`config.mk`:
```
export PLATFORM = sky130hd
export DESIGN_NAME = lpsp_top
export DESIGN_NICKNAME = d
export VERILOG_FILES = /design/src/pkg/lpsp_pkg.sv /design/src/logic/lpsp_top.sv
export VERILOG_INCLUDE_DIRS = /design/src /design/src/pkg
export SDC_FILE = /design/constraint.sdc
export NUM_CORES = 1
export LEC_CHECK = 0
export ABC_AREA = 1
export BUFFER_PORTS_ARGS = -buffer_cell sky130_fd_sc_hd__buf_2
export CAP_MARGIN = 20
export CORE_MARGIN = 2
export CORE_UTILIZATION = 40
export CTS_BUF_LIST = sky130_fd_sc_hd__clkbuf_2 sky130_fd_sc_hd__clkbuf_4 sky130_fd_sc_hd__clkbuf_8
export CTS_CLUSTER_DIAMETER = 200
export CTS_CLUSTER_SIZE = 10
export DETAILED_ROUTE_END_ITERATION = 12
export SYNTH_ARGS = -nofsm -noshare
export SYNTH_HDL_FRONTEND = slang
export SYNTH_SLANG_ARGS = --single-unit
export TNS_END_PERCENT = 20
```
`constraint.sdc`:
```
create_clock -name CLOCK -period 1.9 [get_ports CLOCK]
set_clock_uncertainty 0.1 [all_clocks]
set_input_delay 0 -clock CLOCK [delete_from_list [all_inputs] [get_ports CLOCK]]
set_output_delay 0 -clock CLOCK [all_outputs]
set_load 0.02 [all_outputs]
```
`src/pkg/lpsp_defines.svh`:
```
`ifndef LPSP_DEFINES_SVH
`define LPSP_DEFINES_SVH

// Channel and field sizes
`define LPSP_CHANNELS 16
`define LPSP_GS_WIDTH 12
`define LPSP_DC_WIDTH 7
`define LPSP_GS_BITS 192
`define LPSP_DC_BITS 112

// Synchroniser vector layout
`define LPSP_SYNC_BITS 7
`define LPSP_SYNC_GS_LSB 0
`define LPSP_SYNC_DC_LSB 3
`define LPSP_SYNC_BLANK 6
`define LPSP_PORT_BITS 3

// Reset values
`define LPSP_SYNC_RESET 7'h00
`define LPSP_GS_RESET 192'h0
`define LPSP_DC_RESET 112'h0
`define LPSP_COUNT_RESET 12'h000
`define LPSP_COUNT_STEP 12'h001
`define LPSP_OUT_RESET 16'h0000

`endif

```
`src/pkg/lpsp_pkg.sv`:
```
`include "lpsp_defines.svh"

package lpsp_pkg;

  // One serial port: data, shift clock, latch strobe
  typedef struct packed {
    logic latch_strobe;
    logic shift_clock;
    logic serial_in;
  } lpsp_port_t;

  typedef logic [`LPSP_GS_WIDTH-1:0] lpsp_gray_t;

endpackage : lpsp_pkg

```
`src/logic/lpsp_top.sv`:
```
`include "lpsp_defines.svh"

// Functional notes
// Grayscale input data is captured into the grayscale shift register on each shift clock rise.
// Each grayscale shift clock rise enters the new bit at the LSB and moves the MSB out.
// The grayscale serial output is the MSB of the grayscale shift register.
// With blanking low, each grayscale shift clock rise increments the PWM counter.
// A rising grayscale latch strobe copies the whole grayscale shift register into its latch.
// Dot correction input data is captured into its shift register on each dot shift clock rise.
// Each dot shift clock rise enters the new bit at the LSB and drives the MSB out.
// A rising dot latch strobe copies the dot correction shift register into its latch.
// With blanking high all outputs are off, the counter is held at 0 and PWM timing restarts.
// With blanking low each output is controlled only by the PWM timing logic.
// A channel is on while the counter is below its latched grayscale value.
module lpsp_top (
  // Clock and reset
  input wire logic CLOCK,
  input wire logic RST,

  // Grayscale serial port
  input wire lpsp_pkg::lpsp_port_t GRAY_PORT,
  output logic GRAY_SERIAL_OUT,

  // Dot correction serial port
  input wire lpsp_pkg::lpsp_port_t DOTCORR_PORT,
  output logic DOTCORR_SERIAL_OUT,

  // Blanking
  input wire logic BLANK_IN,

  // Channel outputs
  output logic [`LPSP_CHANNELS-1:0] CHANNEL_SINK_OUTPUT,
  output logic [`LPSP_DC_BITS-1:0] DOTCORR_LEVEL
);

  ////////////////////////////////////////////////////////////////////////////
  // Pin synchronisers

  logic [`LPSP_SYNC_BITS-1:0] pins_raw;
  logic [`LPSP_SYNC_BITS-1:0] sync1_reg;
  logic [`LPSP_SYNC_BITS-1:0] sync2_reg;
  logic [`LPSP_SYNC_BITS-1:0] sync3_reg;

  assign pins_raw = {BLANK_IN, DOTCORR_PORT, GRAY_PORT};

  always_ff @(posedge CLOCK) begin
    if (RST) begin
      sync1_reg <= `LPSP_SYNC_RESET;
      sync2_reg <= `LPSP_SYNC_RESET;
      sync3_reg <= `LPSP_SYNC_RESET;
    end else begin
      sync1_reg <= pins_raw;
      sync2_reg <= sync1_reg;
      sync3_reg <= sync2_reg;
    end
  end

  ////////////////////////////////////////////////////////////////////////////
  // Decoded pin levels and edges

  lpsp_pkg::lpsp_port_t gs_now;
  lpsp_pkg::lpsp_port_t gs_old;
  lpsp_pkg::lpsp_port_t dc_now;
  lpsp_pkg::lpsp_port_t dc_old;
  logic blank;
  logic gs_rise;
  logic gs_lat_rise;
  logic dc_rise;
  logic dc_lat_rise;

  assign gs_now = sync2_reg[`LPSP_SYNC_GS_LSB +: `LPSP_PORT_BITS];
  assign gs_old = sync3_reg[`LPSP_SYNC_GS_LSB +: `LPSP_PORT_BITS];
  assign dc_now = sync2_reg[`LPSP_SYNC_DC_LSB +: `LPSP_PORT_BITS];
  assign dc_old = sync3_reg[`LPSP_SYNC_DC_LSB +: `LPSP_PORT_BITS];
  assign blank = sync2_reg[`LPSP_SYNC_BLANK];

  assign gs_rise = gs_now.shift_clock & ~gs_old.shift_clock;
  assign gs_lat_rise = gs_now.latch_strobe & ~gs_old.latch_strobe;
  assign dc_rise = dc_now.shift_clock & ~dc_old.shift_clock;
  assign dc_lat_rise = dc_now.latch_strobe & ~dc_old.latch_strobe;

  ////////////////////////////////////////////////////////////////////////////
  // Grayscale shift register and latch

  logic [`LPSP_GS_BITS-1:0] gs_shift_reg;
  logic [`LPSP_GS_BITS-1:0] gs_shift_next;
  logic [`LPSP_GS_BITS-1:0] gs_latch_reg;
  logic [`LPSP_GS_BITS-1:0] gs_latch_next;

  // LSB in, MSB out
  assign gs_shift_next = gs_rise ?
    {gs_shift_reg[`LPSP_GS_BITS-2:0], gs_now.serial_in} : gs_shift_reg;
  assign gs_latch_next = gs_lat_rise ? gs_shift_reg : gs_latch_reg;

  always_ff @(posedge CLOCK) begin
    if (RST) begin
      gs_shift_reg <= `LPSP_GS_RESET;
      gs_latch_reg <= `LPSP_GS_RESET;
    end else begin
      gs_shift_reg <= gs_shift_next;
      gs_latch_reg <= gs_latch_next;
    end
  end

  assign GRAY_SERIAL_OUT = gs_shift_reg[`LPSP_GS_BITS-1];

  ////////////////////////////////////////////////////////////////////////////
  // Dot correction shift register and latch

  logic [`LPSP_DC_BITS-1:0] dc_shift_reg;
  logic [`LPSP_DC_BITS-1:0] dc_shift_next;
  logic [`LPSP_DC_BITS-1:0] dc_latch_reg;
  logic [`LPSP_DC_BITS-1:0] dc_latch_next;

  assign dc_shift_next = dc_rise ?
    {dc_shift_reg[`LPSP_DC_BITS-2:0], dc_now.serial_in} : dc_shift_reg;
  assign dc_latch_next = dc_lat_rise ? dc_shift_reg : dc_latch_reg;

  always_ff @(posedge CLOCK) begin
    if (RST) begin
      dc_shift_reg <= `LPSP_DC_RESET;
      dc_latch_reg <= `LPSP_DC_RESET;
    end else begin
      dc_shift_reg <= dc_shift_next;
      dc_latch_reg <= dc_latch_next;
    end
  end

  assign DOTCORR_SERIAL_OUT = dc_shift_reg[`LPSP_DC_BITS-1];
  assign DOTCORR_LEVEL = dc_latch_reg;

  ////////////////////////////////////////////////////////////////////////////
  // Grayscale counter

  lpsp_pkg::lpsp_gray_t count_reg;
  lpsp_pkg::lpsp_gray_t count_next;

  // Blanking clears, shift clock rise advances
  assign count_next = blank ? `LPSP_COUNT_RESET :
    (gs_rise ? count_reg + `LPSP_COUNT_STEP : count_reg);

  always_ff @(posedge CLOCK) begin
    if (RST) begin
      count_reg <= `LPSP_COUNT_RESET;
    end else begin
      count_reg <= count_next;
    end
  end

  ////////////////////////////////////////////////////////////////////////////
  // PWM compare per channel

  logic [`LPSP_CHANNELS-1:0] pwm_on;
  logic [`LPSP_CHANNELS-1:0] out_reg;
  logic [`LPSP_CHANNELS-1:0] out_next;

  for (genvar ch = 0; ch < `LPSP_CHANNELS; ch++) begin : g_chan
    assign pwm_on[ch] =
      count_reg < gs_latch_reg[ch*`LPSP_GS_WIDTH +: `LPSP_GS_WIDTH];
  end

  assign out_next = blank ? `LPSP_OUT_RESET : pwm_on;

  always_ff @(posedge CLOCK) begin
    if (RST) begin
      out_reg <= `LPSP_OUT_RESET;
    end else begin
      out_reg <= out_next;
    end
  end

  assign CHANNEL_SINK_OUTPUT = out_reg;

  // Every channel against its own latched level
  for (genvar ch = 0; ch < `LPSP_CHANNELS; ch++) begin : g_chan_chk

  end
endmodule : lpsp_top

```
==> flow_summary_export.csv <==
group,metric,value,unit
sta,fin_tns_setup,0,ns
placement,gp_congestion,0.768,
drt,drtIter0Drc,1387,
floorplan,io-pin-count,139,
min_path,hold_path_depth,2,
global_routing,grt_use_total,17.7,%
global_routing,first_global_vias,19900,
yosys,netlist.area_leader.share,48.4,%
cts,ctsHoldBuffers,22,
yosys,synth_top_area_cell,"dfxtp_1",
sta,rsz0062_at_grt,"no",
min_path,hold_start,"sync1_reg[6]$_SDFF_PP0_",
min_path,hold_end,"sync2_reg[6]$_SDFF_PP0_",
yosys,synth-main-ff-cell,"dfxtp_1",
cts,path_clk_slew,0.07,ns
drt,wire_per_inst,13.9,µm
cts,clk_latency,0.69,ns
cells_and_area,nets,3769,
critical_path,setup.worst_path.end_class,"register",
floorplan,fp-row-count,95,
floorplan,start_util,40.4,%
drt,vias_per_cell,4.78,
cts,numCtsBuffers,75,
floorplan,dieWidth,264,µm
yosys,ys_seq_elements,654,
drt,routed_wl,62000,µm
sta,finalMaxSlewViolations,0,
placement,dpl_cell_area,0.0283,mm²
yosys,synthTopCellsByArea,"dfxtp_1 (48%), nor2_1 (13%), o21ai_0 (11%), ha_1 (8.2%), nand2_1 (4.4%)",
yosys,synth_edf_count,0,
critical_path,rr_worst_depth,6,
pwr,ir_drop,0.573,mV
floorplan,die_h,264,µm
critical_path,r2r_start,"sync2_reg[1]$_SDFF_PP0_",
yosys,syn-mean-instance-area,7.76,µm²
global_routing,grt_max_degree,113,
critical_path,cp-start-kind,"register",
yosys,synthTopCellsByCount,"nor2_1 (940), dfxtp_1 (654), o21ai_0 (590), nand2_1 (318), inv_1 (288)",
drt,first_pass_iters,5,
sta,period_minus_slack,1.59,ns
cells_and_area,diodes,0,
sta,report.final.hold_viol_count,0,
critical_path,r2r_setup_slack,0.31,ns
critical_path,path_max_fanout,61,
cells_and_area,area_delta_synth_final,9.72,%
cts,root_buffer,"clkbuf_8",
cells_and_area,fin_util,44.3,%
sta,min_period_over_period,83.6,%
floorplan,die-area,0.0698,mm²
drt,ant_nets,0,
yosys,syn_area,0.0271,mm²
cts,post_cts.repair.setup_buffers,0,
global_routing,antenna_found_initial,0,
cells_and_area,num-fill-cells,6817,
yosys,synth-async-reset-ratio,0,%
sta,slew_headroom,60.3,%
min_path,hp-class,"reg2reg",
cts,cts_tree,"built",
floorplan,core,0.0670,mm²
yosys,synth_cells,3488,
cells_and_area,stdcell_area,0.0297,mm²
critical_path,cp.required,2.40,ns
cts,cts.sinks,654,
status,status,"completed",
yosys,synth_cell_type_count,24,
drt,drc,0,
placement,dpl.hpwl,37200,µm
placement,place_ws,0.321,ns
critical_path,arrival,2.09,ns
cts,h-tree-depth,3,
yosys,synth_most_common_cell,"nor2_1",
yosys,ys_warn_count,0,
job,drv_cap,0,
placement,numPortBuffers,138,
yosys,synth_seq_area_share,48.4,%
global_routing,grt_pass1_wl,103000,µm
sta,clock.fmax,629,MHz
cts,clockBufferDepth,3,
cts,cts_resized,0,
critical_path,reg2reg_to,"gs_shift_reg[100]$_SDFFE_PP0P_",
sta,layout_setup_ws,0.311,ns
critical_path,crit_type,"reg2reg",
cells_and_area,drive_gt1_share,8.50,%
global_routing,grt_overflow_total,0,
pwr,power_leakage,14.1,nW
sta,setup_viol,0,
sta,worstMarginPinSlew,0.595,ns
yosys,syn-num-nets,3674,
pwr,p_per_area,869,mW/mm²
drt,num_vias,21300,
## area by class of cell
type                       count  area [µm²]  share of cell area (%)
clock buffer                  75        1030                    3.48
multi-input combinational   2336       11600                    39.0
tap                          873        1090                    3.68
inverter                     295        1130                    3.80
timing repair buffer         221        1680                    5.66
clock inverter                 8         103                   0.345
sequential                   654       13100                    44.1
## per-stage QoR
| stage | total power, mW | cells | hold slack [ns] |
|---|---|---|---|
| 2_1_floorplan | 16.9 | 3488 | 0.00697 |
| 3_3_place_gp | 17.5 | 4357 | 0.106 |
| 3_5_place_dp | 17.6 | 4357 | 0.111 |
| 4_1_cts | 26.2 | 4462 | 0.291 |
| 5_1_grt | 27.1 | 4462 | 0.320 |
| 6_report | 25.8 | 4462 | 0.291 |
## placed cells by master (no fill, tap or decap)
master / Yosys / final
a21oi_1: 238 / 238
a21oi_2: 8 / 8
buf_12: 0 / 25
buf_2: 75 / 138
buf_4: 8 / 36
clkbuf_8: 0 / 75
clkinv_1: 1 / 1
clkinv_2: 0 / 2
clkinv_4: 0 / 1
clkinv_8: 0 / 4
dfxtp_1: 654 / 654
dlygate4sd3_1: 0 / 22
ha_1: 177 / 177
inv_1: 288 / 286
inv_2: 5 / 3
inv_6: 0 / 3
inv_8: 0 / 3
nand2_1: 318 / 318
nand3_1: 12 / 12
nand3b_1: 16 / 16
nand4_1: 3 / 3
nor2_1: 940 / 940
nor2_2: 4 / 2
nor2_4: 2 / 4
nor2_8: 1 / 1
nor2b_1: 5 / 5
o21ai_0: 590 / 590
o21ai_1: 22 / 22
## kinds of logic (layout without fill, tap and decap cells)
family                   after synthesis  after routing  share of synthesized area [%]
flip-flops                           654            654                           48.4
adder cells (fa/ha/maj)              177            177                           8.18
AND/OR/NAND/NOR                     1301           1301                           18.5
buffers and inverters                498            599                           8.93
AO/OA/AOI/OAI                        858            858                           16.0
## critical path, stage by stage (launching register included)
cell	delay, ns
dfxtp_1	0.37
inv_2	0.07
nor2_4	0.16
buf_12	0.25
buf_12	0.28
o21ai_0	0.14
nor2_1	0.10
## worst max path at each step
stage	startpoint	endpoint	slack, ns	cells after the start
after floorplan	count_reg[1]$_SDFFE_PP0P_	count_reg[8]$_SDFFE_PP0P_	0.32	6
after global placement	count_reg[0]$_SDFFE_PP0P_	CHANNEL_SINK_OUTPUT[14]$_SDFF_PP0_	0.35	8
after global routing	count_reg[0]$_SDFFE_PP0P_	CHANNEL_SINK_OUTPUT[13]$_SDFF_PP0_	0.15	8
after CTS	count_reg[0]$_SDFFE_PP0P_	CHANNEL_SINK_OUTPUT[3]$_SDFF_PP0_	0.29	8
after detailed placement	count_reg[0]$_SDFFE_PP0P_	CHANNEL_SINK_OUTPUT[3]$_SDFF_PP0_	0.32	8
final	sync2_reg[1]$_SDFF_PP0_	gs_shift_reg[100]$_SDFFE_PP0P_	0.31	6
## per-layer routing
| metal | wire [µm] | vias up | share of wire (%) | track usage [%] |
|---|---|---|---|---|
| met5 | 0 | - | 0 | 0 |
| met3 | 2560 | 84 | 4.1 | 3.48 |
| met2 | 27700 | 278 | 45 | 28.9 |
| met4 | 1360 | 0 | 2.2 | 5.11 |
| li1 | - | 11300 | - | - |
| met1 | 30300 | 9664 | 49 | 23.9 |
## power by group
group | switching [mW] | internal (mW) | total [mW] | leakage (nW)
clock network | 4.95 | 3.62 | 8.57 | 0.586
registers | 0.383 | 14.4 | 14.8 | 5.35
logic | 1.61 | 0.852 | 2.46 | 8.19
Power figures use the tool's default switching activity.
